**src/design/otg_cfg_pkg.sv**
```systemverilog
// Constants, types and state layout of the supply and PHY configuration block
// Operation
// - Supply-valid change events count only while the A-side input is high.
// - Both supply-valid edge enables clear disables it; status bit 1 reads 0.
// - External indicator is constant one; its selection logic resets disabled.
// - Receive-command supply-valid follows external-use, passthrough and invert selection.
// - OTG control bit 3 drives the supply discharge path.
// - OTG control bit 4 drives the supply charge path.
// - Entering serial mode loads the regulator level from the IO register field.
// - In serial mode receive commands carry no line state on bits 1:0.
// - Charger pull-ups are 0 in reset, else follow their IO register bits.
// - Strap inputs are latched at power-up and at every reset release.
// - Strap 00/01/10/11 selects 13, 19.2, 26 and 24 MHz.
// - End of receive is signalled within 43 high-speed clocks.
// - Link commands steer to the transmitter or the register array.
// - Direction is high while owning the bus and rises when not ready or a receive-command change is seen in idle; else low.
// - Each direction change gives one undriven, ignored turnaround cycle.
package otg_cfg_pkg;
   // ------------------------------------------------------------
   // Register offsets and fields
   // ------------------------------------------------------------
   localparam logic [3:0] A_OTG_CTRL = 4'h0;
   localparam logic [3:0] A_EN_RISE = 4'h1;
   localparam logic [3:0] A_EN_FALL = 4'h2;
   localparam logic [3:0] A_STATUS = 4'h3;
   localparam logic [3:0] A_IO_PWR = 4'h4;
   localparam logic [3:0] A_EXT_IND = 4'h5;
   localparam logic [3:0] A_IRQ_STAT = 4'h6;
   localparam logic [3:0] A_IRQ_MASK = 4'h7;
   localparam logic [3:0] A_STRAP = 4'h8;
   localparam int B_DISCHARGE = 3;
   localparam int B_CHARGE = 4;
   localparam int B_SUPPLY = 1;
   localparam int B_SESSION = 2;
   localparam int B_PU_POS = 0;
   localparam int B_PU_NEG = 1;
   localparam int B_LEVEL = 2;
   localparam int B_SERIAL = 4;
   localparam int B_EXT_USE = 0;
   localparam int B_EXT_PASS = 1;
   localparam int B_EXT_INV = 2;
   localparam int I_SUPPLY = 0;
   localparam int I_SESSION = 1;
   localparam logic [7:0] RST_BYTE = 8'h00;
   localparam logic [2:0] RST_EXT = 3'h0;
   // ------------------------------------------------------------
   // Timing and encodings
   // ------------------------------------------------------------
   localparam int RX_END_HS_CLKS = 43;
   localparam int HS_MHZ = 480;
   localparam int CLK_MHZ = 250;
   localparam int RX_END_CYC = (RX_END_HS_CLKS * CLK_MHZ) / HS_MHZ;
   localparam logic [14:0] F_13 = 15'h32C8;
   localparam logic [14:0] F_19 = 15'h4B00;
   localparam logic [14:0] F_26 = 15'h6590;
   localparam logic [14:0] F_24 = 15'h5DC0;
   localparam logic [1:0] VB_VALID = 2'h3;
   localparam logic [1:0] VB_SESS = 2'h2;
   localparam logic [1:0] VB_LOW = 2'h0;
   localparam logic [1:0] CMD_TX = 2'h1;
   localparam logic [1:0] CMD_WR = 2'h2;
   localparam logic [1:0] CMD_RD = 2'h3;

   typedef enum logic [2:0] {
      ST_IDLE = 3'b000,
      ST_LINK = 3'b001,
      ST_TURN_UP = 3'b010,
      ST_PHY = 3'b011,
      ST_TURN_DN = 3'b100
   } phy_state_e;

   typedef struct packed {
      phy_state_e st;
      logic [7:0] otg_ctrl, en_rise, en_fall, io_pwr, rdata, cmd, data_out, tx_byte, reg_data;
      logic [2:0] ext_ind;
      logic [1:0] irq_stat, irq_mask, strap, sv_sync, ss_sync, reg_level, ls_sent, vb_sent;
      logic strap_done, sv_q, ss_q, serial_q, rx_busy, rx_end, dir, nxt, data_oe;
      logic tx_valid, reg_wr, reg_rd, irq;
      logic [5:0] reg_addr;
      logic [4:0] rx_cnt;
      logic [14:0] freq_khz;
   } state_s;
endpackage

```
**src/design/otg_vbus_and_phy_config.sv**
```systemverilog
// Supply-valid selection, supply pulsing, charger pull-ups, straps and ULPI steering
`timescale 1ns/10ps
module otg_vbus_and_phy_config (
   input wire logic ref_clk,
   input wire logic rst_b,
   input wire logic clk_en,
   input wire logic [3:0] reg_addr,
   input wire logic [7:0] reg_wdata,
   input wire logic reg_wr,
   input wire logic reg_rd,
   output logic [7:0] reg_rdata,
   output logic irq,
   input wire logic supply_valid_cmp,
   input wire logic session_valid_cmp,
   input wire logic a_side,
   input wire logic [1:0] line_state,
   input wire logic [1:0] refclk_freq_strap,
   input wire logic hs_rx_done,
   output logic rx_end,
   output logic supply_discharge_ctl,
   output logic supply_charge_ctl,
   output logic charger_pullup_en_pos,
   output logic charger_pullup_en_neg,
   output logic [1:0] serial_mode_regulator_level,
   output logic [1:0] refclk_sel,
   output logic [14:0] refclk_khz,
   input wire logic not_ready,
   input wire logic [7:0] ulpi_data_in,
   output logic [7:0] ulpi_data_out,
   output logic ulpi_data_oe,
   output logic ulpi_dir,
   output logic ulpi_nxt,
   input wire logic ulpi_stp,
   output logic tx_valid,
   output logic [7:0] tx_byte,
   output logic array_wr,
   output logic array_rd,
   output logic [5:0] array_addr,
   output logic [7:0] array_wdata
);
   otg_cfg_pkg::state_s s;
   otg_cfg_pkg::state_s next_s;
   logic sv_en;
   logic sv_eff;
   logic rep_sv;
   logic [1:0] vb_code;
   logic [1:0] ls_code;
   logic [7:0] rxcmd;
   logic change;
   logic [1:0] ev;

   // ------------------------------------------------------------
   // Status derivation
   // ------------------------------------------------------------
   always_comb begin
      sv_en = s.en_rise[otg_cfg_pkg::B_SUPPLY] | s.en_fall[otg_cfg_pkg::B_SUPPLY];
      sv_eff = sv_en & s.sv_sync[1];
      // External indicator is a constant one, so passthrough reduces to invert
      if (!s.ext_ind[otg_cfg_pkg::B_EXT_USE]) begin
         rep_sv = sv_eff;
      end else if (s.ext_ind[otg_cfg_pkg::B_EXT_PASS]) begin
         rep_sv = ~s.ext_ind[otg_cfg_pkg::B_EXT_INV];
      end else begin
         rep_sv = s.ext_ind[otg_cfg_pkg::B_EXT_INV] ? 1'b0 : sv_eff;
      end
      if (rep_sv) begin
         vb_code = otg_cfg_pkg::VB_VALID;
      end else if (s.ss_sync[1]) begin
         vb_code = otg_cfg_pkg::VB_SESS;
      end else begin
         vb_code = otg_cfg_pkg::VB_LOW;
      end
      ls_code = s.io_pwr[otg_cfg_pkg::B_SERIAL] ? 2'h0 : line_state;
      rxcmd = {4'h0, vb_code, ls_code};
      change = (vb_code != s.vb_sent) || (ls_code != s.ls_sent);
      ev[otg_cfg_pkg::I_SUPPLY] = a_side & sv_en & (s.sv_sync[1] != s.sv_q);
      ev[otg_cfg_pkg::I_SESSION] = s.ss_sync[1] != s.ss_q;
   end

   // ------------------------------------------------------------
   // Next state
   // ------------------------------------------------------------
   always_comb begin
      next_s = s;
      next_s.tx_valid = 1'b0;
      next_s.reg_wr = 1'b0;
      next_s.reg_rd = 1'b0;
      next_s.rx_end = 1'b0;
      // Only the second stage is read by anything else
      next_s.sv_sync = {s.sv_sync[0], supply_valid_cmp};
      next_s.ss_sync = {s.ss_sync[0], session_valid_cmp};
      next_s.sv_q = s.sv_sync[1];
      next_s.ss_q = s.ss_sync[1];
      if (!s.strap_done) begin
         next_s.strap_done = 1'b1;
         next_s.strap = refclk_freq_strap;
         case (refclk_freq_strap)
            2'h0: next_s.freq_khz = otg_cfg_pkg::F_13;
            2'h1: next_s.freq_khz = otg_cfg_pkg::F_19;
            2'h2: next_s.freq_khz = otg_cfg_pkg::F_26;
            default: next_s.freq_khz = otg_cfg_pkg::F_24;
         endcase
      end
      next_s.serial_q = s.io_pwr[otg_cfg_pkg::B_SERIAL];
      if (s.io_pwr[otg_cfg_pkg::B_SERIAL] && !s.serial_q) begin
         next_s.reg_level = s.io_pwr[otg_cfg_pkg::B_LEVEL +: 2];
      end
      // Fixed delay stands in for the receive pipeline; stays under the limit
      if (hs_rx_done && !s.rx_busy) begin
         next_s.rx_busy = 1'b1;
         next_s.rx_cnt = 5'(otg_cfg_pkg::RX_END_CYC - 1);
      end else if (s.rx_busy) begin
         next_s.rx_cnt = s.rx_cnt - 5'h1;
         if (s.rx_cnt == 5'h1) begin
            next_s.rx_busy = 1'b0;
            next_s.rx_end = 1'b1;
         end
      end
      // Register port
      next_s.rdata = 8'h00;
      if (reg_rd) begin
         case (reg_addr)
            otg_cfg_pkg::A_OTG_CTRL: next_s.rdata = s.otg_ctrl;
            otg_cfg_pkg::A_EN_RISE: next_s.rdata = s.en_rise;
            otg_cfg_pkg::A_EN_FALL: next_s.rdata = s.en_fall;
            otg_cfg_pkg::A_STATUS: next_s.rdata = {5'h0, s.ss_sync[1], sv_eff, 1'b0};
            otg_cfg_pkg::A_IO_PWR: next_s.rdata = s.io_pwr;
            otg_cfg_pkg::A_EXT_IND: next_s.rdata = {5'h0, s.ext_ind};
            otg_cfg_pkg::A_IRQ_STAT: next_s.rdata = {6'h0, s.irq_stat};
            otg_cfg_pkg::A_IRQ_MASK: next_s.rdata = {6'h0, s.irq_mask};
            otg_cfg_pkg::A_STRAP: next_s.rdata = {6'h0, s.strap};
            default: next_s.rdata = 8'h00;
         endcase
      end
      next_s.irq_stat = s.irq_stat;
      if (reg_wr) begin
         case (reg_addr)
            otg_cfg_pkg::A_OTG_CTRL: next_s.otg_ctrl = reg_wdata;
            otg_cfg_pkg::A_EN_RISE: next_s.en_rise = reg_wdata;
            otg_cfg_pkg::A_EN_FALL: next_s.en_fall = reg_wdata;
            otg_cfg_pkg::A_IO_PWR: next_s.io_pwr = reg_wdata;
            otg_cfg_pkg::A_EXT_IND: next_s.ext_ind = reg_wdata[2:0];
            otg_cfg_pkg::A_IRQ_STAT: next_s.irq_stat = s.irq_stat & ~reg_wdata[1:0];
            otg_cfg_pkg::A_IRQ_MASK: next_s.irq_mask = reg_wdata[1:0];
            default: next_s.irq_stat = s.irq_stat;
         endcase
      end
      // Set beats clear in the same cycle
      next_s.irq_stat = next_s.irq_stat | ev;
      next_s.irq = |(next_s.irq_stat & next_s.irq_mask);
      // ULPI side
      case (s.st)
         otg_cfg_pkg::ST_IDLE: begin
            if (not_ready || change) begin
               next_s.st = otg_cfg_pkg::ST_TURN_UP;
               next_s.dir = 1'b1;
               next_s.data_oe = 1'b0;
            end else if (ulpi_data_in != 8'h00) begin
               next_s.cmd = ulpi_data_in;
               next_s.reg_addr = ulpi_data_in[5:0];
               if (ulpi_data_in[7:6] == otg_cfg_pkg::CMD_RD) begin
                  next_s.reg_rd = 1'b1;
               end else begin
                  next_s.st = otg_cfg_pkg::ST_LINK;
                  next_s.nxt = 1'b1;
               end
            end
         end
         otg_cfg_pkg::ST_LINK: begin
            if (ulpi_stp) begin
               next_s.st = otg_cfg_pkg::ST_IDLE;
               next_s.nxt = 1'b0;
            end else if (s.cmd[7:6] == otg_cfg_pkg::CMD_TX) begin
               next_s.tx_valid = 1'b1;
               next_s.tx_byte = ulpi_data_in;
            end else if (s.cmd[7:6] == otg_cfg_pkg::CMD_WR) begin
               next_s.reg_wr = 1'b1;
               next_s.reg_data = ulpi_data_in;
            end
         end
         otg_cfg_pkg::ST_TURN_UP: begin
            // Bus is not sampled while it turns
            next_s.st = otg_cfg_pkg::ST_PHY;
            next_s.data_oe = 1'b1;
            next_s.data_out = rxcmd;
            next_s.vb_sent = vb_code;
            next_s.ls_sent = ls_code;
         end
         otg_cfg_pkg::ST_PHY: begin
            next_s.data_out = rxcmd;
            next_s.vb_sent = vb_code;
            next_s.ls_sent = ls_code;
            if (!not_ready) begin
               next_s.st = otg_cfg_pkg::ST_TURN_DN;
               next_s.dir = 1'b0;
               next_s.data_oe = 1'b0;
            end
         end
         otg_cfg_pkg::ST_TURN_DN: next_s.st = otg_cfg_pkg::ST_IDLE;
         default: begin
            next_s.st = otg_cfg_pkg::ST_IDLE;
            next_s.dir = 1'b0;
            next_s.data_oe = 1'b0;
         end
      endcase
   end

   // ------------------------------------------------------------
   // State register
   // ------------------------------------------------------------
   always_ff @(posedge ref_clk or negedge rst_b) begin
      if (!rst_b) begin
         s <= '0;
         s.st <= otg_cfg_pkg::ST_IDLE;
         s.otg_ctrl <= otg_cfg_pkg::RST_BYTE;
         s.io_pwr <= otg_cfg_pkg::RST_BYTE;
         s.ext_ind <= otg_cfg_pkg::RST_EXT;
      end else if (clk_en) begin
         s <= next_s;
      end
   end

   assign reg_rdata = s.rdata;
   assign irq = s.irq;
   assign rx_end = s.rx_end;
   assign supply_discharge_ctl = s.otg_ctrl[otg_cfg_pkg::B_DISCHARGE];
   assign supply_charge_ctl = s.otg_ctrl[otg_cfg_pkg::B_CHARGE];
   assign charger_pullup_en_pos = s.io_pwr[otg_cfg_pkg::B_PU_POS];
   assign charger_pullup_en_neg = s.io_pwr[otg_cfg_pkg::B_PU_NEG];
   assign serial_mode_regulator_level = s.reg_level;
   assign refclk_sel = s.strap;
   assign refclk_khz = s.freq_khz;
   assign ulpi_data_out = s.data_out;
   assign ulpi_data_oe = s.data_oe;
   assign ulpi_dir = s.dir;
   assign ulpi_nxt = s.nxt;
   assign tx_valid = s.tx_valid;
   assign tx_byte = s.tx_byte;
   assign array_wr = s.reg_wr;
   assign array_rd = s.reg_rd;
   assign array_addr = s.reg_addr;
   assign array_wdata = s.reg_data;

   // ------------------------------------------------------------
   // Checks
   // ------------------------------------------------------------
   localparam int rx_bound = otg_cfg_pkg::RX_END_CYC;
endmodule // otg_vbus_and_phy_config

```
**config.mk**
```make
export PLATFORM = sky130hd
export DESIGN_NAME = otg_vbus_and_phy_config
export DESIGN_NICKNAME = d
export VERILOG_FILES = /design/src/design/otg_cfg_pkg.sv /design/src/design/otg_vbus_and_phy_config.sv
export SDC_FILE = /design/constraint.sdc
export NUM_CORES = 1
export LEC_CHECK = 0
export ABC_AREA = 1
export BUFFER_PORTS_ARGS = -buffer_cell sky130_fd_sc_hd__buf_2
export CORE_ASPECT_RATIO = 0.9
export CORE_UTILIZATION = 40
export CTS_CLUSTER_SIZE = 16
export DETAILED_ROUTE_END_ITERATION = 7
export PLACE_DENSITY = 0.65
export SLEW_MARGIN = 20
export SYNTH_ARGS = -nofsm -noshare
export SYNTH_HDL_FRONTEND = slang
export SYNTH_SLANG_ARGS = --single-unit
```
**constraint.sdc**
```tcl
create_clock -name ref_clk -period 2.5 [get_ports ref_clk]
set_input_delay 0.5 -clock ref_clk [delete_from_list [all_inputs] [get_ports ref_clk]]
set_output_delay 0.5 -clock ref_clk [all_outputs]
set_load 0.03 [all_outputs]
```
# == After elaboration in Yosys (flattened, before gate mapping) ==
# Cells that the tools add are included.
# totals
word_cells,156
inputBits,35
regBits,129
# op_classes
reduce_logical,32
eq_ne,30
n_bitwise,15
muxes,43
n_addsub,1
# ops
op,count
8-bit case mux with 9 select lines,1
15-bit case mux with 3 select lines,1
1-bit two-way mux,19
2-bit two-way mux,9
"4-bit by 3-bit equality test with 1-bit output, second input constant",4
4-bit AND reduction,4
3-bit two-way mux,5
3-bit AND reduction,5
"2-bit != test, second input constant",6
3-bit case mux with 4 select lines,1
5-bit two-way mux,2
5-bit AND reduction,2
"4-bit by 2-bit equality test with 1-bit output, second input constant",2
8-bit two-way mux,1
2-bit AND reduction,4
8-bit nonzero test,1
1-bit NOT,7
"2-bit equality test, second input constant",3
"3-bit by 2-bit equality test with 1-bit output, second input constant",2
"3-bit != test, second input constant",2
6-bit AND reduction,1
2-bit OR reduction,3
"5-bit by 1-bit equality test with 1-bit output, second input constant",1
"5-bit by 1-bit subtractor with 5-bit output, second input constant",1
other kinds (24),34

# == Depth between registers and ports, before layout ==
# Gate-level depths: netlist (run 1).
# logic_depth
depth_word,11
mapped_depth,12

# == Worst setup path before layout (run 1) ==
# OpenSTA, ideal clock, no wires.
# synth_timing
path_kind,input -> register
startpoint,in ulpi_data_in[7]
endpoint,reg s[131] (netlist name)
arrival_ps,1376
setup_ps,117
cell_stages,6
n_path_buf,0
slack_ps,1007
path_cell_list,nor4_1 -> nand2_2 -> nor2_1 -> a21boi_0 -> nand3_1 -> nand2_1
# synth_between
elab_chain_cells,3
elab_cells_between_ends,5
cone_classes,eq/ne: 3; reduce/logical: 2
# synth_rtl
item,line_no,source
"start, declared",otg_vbus_and_phy_config.sv:28,"input wire logic [7:0] ulpi_data_in,"
8-bit nonzero test or 2-bit equality test (tied branches),"otg_vbus_and_phy_config.sv:158, otg_vbus_and_phy_config.sv:161",
3-bit != test (no line),--,
5-bit AND reduction (no line) (*),--,
"end signal, assigned",otg_vbus_and_phy_config.sv:219,s <= next_s;
"end, declared",otg_vbus_and_phy_config.sv:41,otg_cfg_pkg::state_s s;
# Every way passes the cells marked *; elsewhere a longest branch is shown, timed or not.
# A chain may end at the register's enable or synchronous reset.

# == Worst setup path after layout (run 1) ==
# layout_timing
startpoint,reg s (netlist bit next_s[35])
endpoint,reg s[86] (netlist name)
# layout_between
elab_chain_cells,6
# layout_rtl
item,line_no,source
2-bit two-way mux,otg_vbus_and_phy_config.sv:73,ls_code = s.io_pwr[otg_cfg_pkg::B_SERIAL] ? 2'h0 : line_state;
2-bit != test,otg_vbus_and_phy_config.sv:75,change = (vb_code != s.vb_sent) || (ls_code != s.ls_sent);
1-bit logical OR,otg_vbus_and_phy_config.sv:75,
1-bit logical OR,otg_vbus_and_phy_config.sv:154,if (not_ready || change) begin
1-bit NOT (no line),--,
4-bit AND reduction (no line),--,
# Every way passes these cells.

==> summary.md, run 1 <==
| Metric | Value |
|---|---|
| Crit start category | `flip-flop` |
| Iter 0 DRT Violations | `298` |
| Post-CTS resize count | `0` |
| Total power | `6.99 mW` |
| DRC viols | `0` |
| Finish-stage setup viols | `0` |
| Post-synth EDFFs | `0` |
| Total wire length | `12700 microns` |
| Fin. max-slew vios | `0` |
| Die W | `126 microns` |
| H-tree depth | `4` |
| Clock tree sinks | `113` |
| Max_cap viols | `0` |
| Crit end category | `flip-flop` |
| Syn Inst Count | `646` |
| Worst endpoint data arrival time | `2.13 ns` |
| Vias | `4393` |
| Leakage | `3.37 nW` |
| Setup_tns | `0 ns` |
| Layout fillers | `1288` |
| Vias/cell | `4.96` |
| Pwr dens | `1090 mW/mm^2` |
| Synth cell types | `42` |
| Commonest non-fill, non-tap cell in the layout | `nand2_1` |
| Nets | `747` |
| Die Ht | `113 microns` |
| Worst-path clk slew | `0.05 ns` |
| Mapped cell area | `0.00552 sq mm` |
| Synthesized area per cell | `8.55 sq um` |
| Tightest Hold Check Type | `primary input to flip-flop` |
| Asr flop ratio synth | `100%` |
| Gp weighted congestion | `0.831` |
| Worst EP required | `2.80 ns` |
| First-pass GRT wire length | `21000 microns` |
| Metal-1 WL | `5880 microns` |
| Crit Path Max Fanout | `9` |
| Final period utilization | `73.3%` |
| Port Buf Inserts | `95` |
| Cts bufs inserted | `17` |
| WL met3 | `551 microns` |
| Commonest non-fill, non-tap cells in the layout | `nand2_1, dfrtp_1, buf_2` |
| Floorplan core area | `0.0134 sq mm` |
| Seq cells post-synth | `113` |
| Longest Clk Path Bufs | `2` |
| Pin count of the biggest net entering global routing | `53` |
| Place WS | `0.562 ns` |
| Routed met2 length | `5950 microns` |
| RSZ-0062 raised after global routing | `false` |
| Setup CP Type | `flip-flop to flip-flop` |
| Initial Util | `41.2%` |
| Hold slack final | `0.320 ns` |
| Diode count | `0` |
| CTS tree | `done` |
| Boundary Pins | `104` |
| # hold bufs at CTS | `1` |
| Post-CTS setup buffers | `0` |
| Max frequency | `546 MHz` |
| Yosys warning total | `0` |
| Sequential share of the synthesized area | `51.2%` |
| Final hold viol count | `0` |
| Highest Signal Layer | `met4` |
| Status | `finished, final reports clean` |
| Clock Latency Late Sink | `0.41 ns` |
| Worst Tran Pin Value | `0.550 ns` |
| Max transition margin | `63.2%` |
| Total Routing Usage GR | `19.0%` |
| 1st-pass router iterations | `5` |
| Die footprint | `0.0143 sq mm` |
| Antenna-violating nets left | `0` |
| Grt ovf | `0` |
| Layout cell share with drive strength beyond 1 | `21.2%` |
| Vias in the first global route | `4301` |
| CTS root buffer | `clkbuf_16` |
| Layout area overhead | `16.2%` |
| Worst vdd ir | `0.497 mV` |
| Top FF cell, synth | `dfrtp_1` |
| Routed len/inst | `14.3 microns` |
| Max Clock Skew | `0.00819 ns` |
| Rows | `40` |
| Final min period | `1.83 ns` |
| Final WS setup | `0.668 ns` |
| Initial antenna violation count | `0` |
| Post-DP HPWL | `9280 microns` |
-- synth_stat cells, types with 2 or more instances --
cell type / number / area [sq um]
buf_4: 59 / 443
inv_1: 57 / 214
nor2_1: 14 / 52.6
a22o_1: 2 / 17.5
dfrtp_1: 113 / 2830
nand3b_1: 2 / 15.0
nand2_2: 4 / 25.0
o21ai_0: 80 / 400
nor2_4: 3 / 33.8
buf_2: 2 / 10.0
inv_2: 4 / 15.0
nor2_2: 3 / 18.8
xnor2_1: 2 / 17.5
nand4_1: 9 / 56.3
o21ai_1: 17 / 85.1
ha_1: 8 / 100
a21oi_1: 5 / 25.0
nor3_1: 3 / 15.0
nor4_1: 3 / 18.8
o2111ai_1: 2 / 17.5
nand2_4: 2 / 22.5
o22ai_1: 4 / 25.0
nand3_2: 2 / 20.0
nand3_1: 30 / 150
nand2_1: 192 / 721
a221oi_1: 2 / 17.5
clkbuf_1: 7 / 26.3
-- layout make-up --
type / instances / area (sq um) / area share [%]
flip-flops and latches: 113 / 2830 / 44.0
multi-input cells: 408 / 1990 / 31.0
repair buffers: 101 / 538 / 8.38
clock buffers: 22 / 454 / 7.07
inverters: 63 / 241 / 3.76
well taps: 168 / 210 / 3.27
clock inverters: 10 / 159 / 2.47
-- registers in the layout, summed over array words and instances (netlist names) --
| register | cells |
|---|---|
| ulpi_dir | 1 |
| array_rd | 1 |
| charger_pullup_en_neg | 1 |
| rx_end | 1 |
| reg_rdata | 8 |
| next_s | 5 |
| serial_mode_regulator_level | 2 |
| ulpi_data_out | 1 |
| refclk_khz | 9 |
| ulpi_nxt | 1 |
| charger_pullup_en_pos | 1 |
| supply_charge_ctl | 1 |
| irq | 1 |
| array_wdata | 8 |
| supply_discharge_ctl | 1 |
| ulpi_data_oe | 1 |
| tx_valid | 1 |
| array_wr | 1 |
| tx_byte | 8 |
| s | 58 |
| refclk_sel | 2 |
-- routing by layer --
layer,GRT usage [%],up-vias
li1,-,2146
met1,23.9,2097
met2,30.8,128
met3,4.41,22
met4,10.1,0
met5,0,-
-- worst paths after layout --
path | slack (ns) | endpoint | cells after the start | start
setup / recovery | 0.67 | s[86] | 12 | next_s[35]
min in group asynchronous | 0.52 | s[87] | 2 | rst_b
hold reg to reg | 0.46 | refclk_khz[11] | 2 | refclk_khz[11]
setup reg to reg | 0.67 | s[86] | 12 | next_s[35]
hold / removal | 0.32 | next_s[48] | 3 | supply_valid_cmp
max in group asynchronous | 1.39 | serial_mode_regulator_level[0] | 3 | rst_b
-- report_power, final --
part	switching, mW	internal [mW]
logic	1.31	0.564
registers	0.312	2.29
clock network	0.822	1.69
-- per-stage QoR --
step	instance area, sq um	util (%)	instances
2_1_floorplan	5550	-	653
3_3_place_gp	5800	43.2	852
3_5_place_dp	5800	43.2	852
4_1_cts	6420	47.9	885
5_1_grt	6420	47.9	885
6_report	6420	47.9	885
-- worst max-delay path, cell delays in order (launching register included) --
cell and delay, ns:
dfrtp_1 0.44, inv_2 0.13, nand2_1 0.08, nand2_1 0.08, nand3_1 0.10, nor2_2 0.14
nand3_2 0.12, nor2_4 0.18, nand2_4 0.10, inv_6 0.10, nand3_4 0.11, nand2_1 0.10
nand2_1 0.05
-- logic make-up (layout without fill, tap and decap cells) --
kind of cell,after synthesis,in the layout,share of synthesized area [%]
buffers and inverters,132,196,13.3
other,1,8,0.0679
flip-flops,113,113,51.2
AND/OR/NAND/NOR,272,272,21.9
adder cells (fa/ha/maj),8,8,1.81
AO/OA/AOI/OAI,117,117,11.3
XOR/XNOR,3,3,0.476
Note: power is estimated with default switching activity, not from simulation.
==> run 2: changes to the inputs <==
PLACE_DENSITY = 0.67   (was 0.65)
clock period = 1.47 ns   (was 2.5 ns; I/O delays follow)
==> run 2 against run 1 <==
The flow now finishes with violations (negative setup slack). Combinational power is 110% higher. Register-to-register slack worse by 0.90 ns. Global-route usage rose by 1.0 points. Hold slack worse by 0.24 ns. Highest routed layer unchanged. First-iteration DRC count fell by 3.7%. Fmax is 7.4% higher. Sequential share of layout area shrank 4.9 points. Largest cell class unchanged. Setup slack lost 0.90 ns.
==> summary.md, run 2 (synthesized netlist as in run 1, its figures left out) <==
| Metric | Value |
|---|---|
| 1st-pass router iterations | `5 (unchanged)` |
| Fin. max-slew vios | `0 (unchanged)` |
| Iter 0 DRT Violations | `287 (-3.7%)` |
| Clock Latency Late Sink | `0.42 ns (about the same)` |
| Psw | `4.49 mW (+84%)` |
| CP max-delay cell | `dfrtp_1` |
| Post-DP HPWL | `10000 microns (+8.3%)` |
| Combinational group share of total power | `30.3% (+3.5 points)` |
| Crit end category | `flip-flop` |
| Final core utilization | `53.9% (+6.0 points)` |
| Crit-path most repeated cell | `nand2_2` |
| Floorplan core area | `0.0134 sq mm (unchanged)` |
| Final hold viol count | `0 (unchanged)` |
| Rows | `40 (unchanged)` |
| Place WS | `-0.169 ns (-0.731 ns)` |
| Reg with most FFs | `s` |
| Nets | `815 (+9.1%)` |
| Max_cap viols | `0 (unchanged)` |
| Worst vdd ir | `0.933 mV (+88%)` |
| Buf+Inv Stages, Crit Path | `1 (-1)` |
| Die Ht | `113 microns (unchanged)` |
| Switching Share | `35.4% (+0.45 points)` |
| Worst-path clk slew | `0.05 ns (about the same)` |
| Vias | `4778 (+8.8%)` |
| Pwr dens | `1760 mW/mm^2 (+61%)` |
| Cts bufs inserted | `17 (unchanged)` |
| RSZ-0062 raised after global routing | `true` |
| Max reg flops | `58 (unchanged)` |
| Failing checks | `negative setup slack` |
| Clock tree sinks | `113 (unchanged)` |
| CTS root buffer | `clkbuf_16` |
| Layout cell share with drive strength beyond 1 | `32.9% (+12 points)` |
| DP Cell Count | `907 (+6.5%)` |
| Final min period | `1.71 ns (-0.127 ns)` |
| CP delay by family, top | `simple AND/OR/NAND/NOR gates` |
| Final WS setup | `-0.235 ns (-0.903 ns)` |
| Total Routing Usage GR | `20.1% (+1.0 points)` |
| Internal Power | `8.19 mW (+80%)` |
| Boundary Pins | `104 (unchanged)` |
| Status | `complete, but fails checks` |
| Clock power share | `34.4% (-1.5 points)` |
| Final period utilization | `116% (+43 points)` |
| Commonest non-fill, non-tap cells in the layout | `nand2_1, dfrtp_1, buf_2` |
| Cell area after layout | `0.00722 sq mm (+13%)` |
| Finish-stage setup viols | `23 (+23)` |
| Vias in the first global route | `4642 (+7.9%)` |
| Pin count of the biggest net entering global routing | `31 (-42%)` |
| Layout fillers | `1198 (-7.0%)` |
| Setup_tns | `-2.42 ns (-2.42 ns)` |
| Setup CP Type | `flip-flop to flip-flop` |
| Max Clock Skew | `0.00541 ns (-0.00278 ns)` |
| Initial antenna violation count | `1 (+1)` |
| Worst endpoint data arrival time | `2.00 ns (-0.13 ns)` |
| Initial Util | `41.2% (unchanged)` |
| Register area | `0.00283 sq mm (about the same)` |
| Gp weighted congestion | `0.883 (+6.3%)` |
| Leakage | `3.80 nW (+13%)` |
| First-pass GRT wire length | `22200 microns (+5.8%)` |
| Placed cell areas | `0.00625 sq mm (+7.8%)` |
| Crit start category | `flip-flop` |
| R2R setup slack | `-0.24 ns (-0.90 ns)` |
| DRC viols | `0 (unchanged)` |
| Worst EP required | `1.76 ns (-1.04 ns)` |
| Longest Clk Path Bufs | `2 (unchanged)` |
| H-tree depth | `4 (unchanged)` |
| CTS tree | `done` |
| Antenna-violating nets left | `0 (unchanged)` |
| Seq pwr share | `35.3% (-2.0 points)` |
| Crit path cell chain | `o21ai_2, nand2_2, nand2_4, nand2_4, nand2_2, nand2_2, buf_4, o21ai_0, nand2_1, nand2_1, o21ai_0` |
| Multi-input gate area | `0.00218 sq mm (+9.6%)` |
| CP max stage delay | `0.38 ns (-0.06 ns)` |
| Tightest Hold Check Type | `primary input to flip-flop` |
| Layout area overhead | `30.8%` |
| Commonest non-fill, non-tap cell in the layout | `nand2_1` |
| Grt ovf | `0 (unchanged)` |
| Total wire length | `14200 microns (+12%)` |
| Post-Layout Cell Count | `953 (+7.7%)` |
| Crit Path Max Fanout | `3 (-6)` |
| Die footprint | `0.0143 sq mm (unchanged)` |
| Port Buf Inserts | `95 (unchanged)` |
| Max frequency | `586 MHz (+7.4%)` |
| Vias/cell | `5.01 (+1.0%)` |
| Routed len/inst | `15.0 microns (+4.3%)` |
| Die W | `126 microns (unchanged)` |
-- run 2: final timing paths --
kind | from | cells past startpoint | to
worst max-delay path | s[107] | 11 | ulpi_nxt
worst min-delay path | supply_valid_cmp | 3 | next_s[48]
worst max register to register | s[107] | 11 | ulpi_nxt
worst min register to register | refclk_khz[11] | 2 | refclk_khz[11]
max in group asynchronous | rst_b | 3 | s[131]
min in group asynchronous | rst_b | 2 | tx_byte[6]
-- run 2: what timing repair did --
item | CTS | global route
setup endpoints to repair | 23 | 24
pin swaps | 8 | 9
gates cloned | 0 | 2
resized for setup | 14 | 41
hold buffers | 1 | 0
hold endpoints to repair | 16 | 0
buffers inserted | 7 | 4
-- run 2: routing by layer --
metal / GRT usage, % / vias up / part of all wire [%] / routed length, microns
met5: 0 / - / 0 / 0
met4: 7.87 / 0 / 1.9 / 268
met1: 24.3 / 2311 / 44 / 6260
met3: 5.25 / 24 / 4.4 / 633
met2: 34.4 / 152 / 50 / 7080
li1: - / 2291 / - / -
-- run 2: area by class of cell --
cell class,count,share of cell area [%]
antenna,1,0.0346
clock buffer,21,6.51
clock inverter,10,2.18
inverter,63,3.34
multi-input combinational,408,30.2
sequential,113,39.2
tap,168,2.91
timing repair buffer,169,15.7
-- run 2: stage by stage --
step	hold slack, ns	power (mW)
floorplan	-0.00159	7.17
global placement	0.211	7.73
detailed placement	0.215	7.87
CTS	0.0734	12.4
global route	0.0726	13.3
finish	0.0840	12.7
-- run 2: tightest hold or removal path, stage by stage --
cell	delay, ns
buf_2	0.07
nand2_1	0.04
nand2_1	0.05
-- run 2: power by group through the flow --
stage	registers (mW)	logic, mW	clock network [mW]
after floorplan	4.48	2.69	0
after global placement	4.40	3.33	0
after detailed placement	4.43	3.45	0
after CTS	4.40	3.57	4.42
after global routing	4.55	4.18	4.59
final	4.47	3.85	4.36
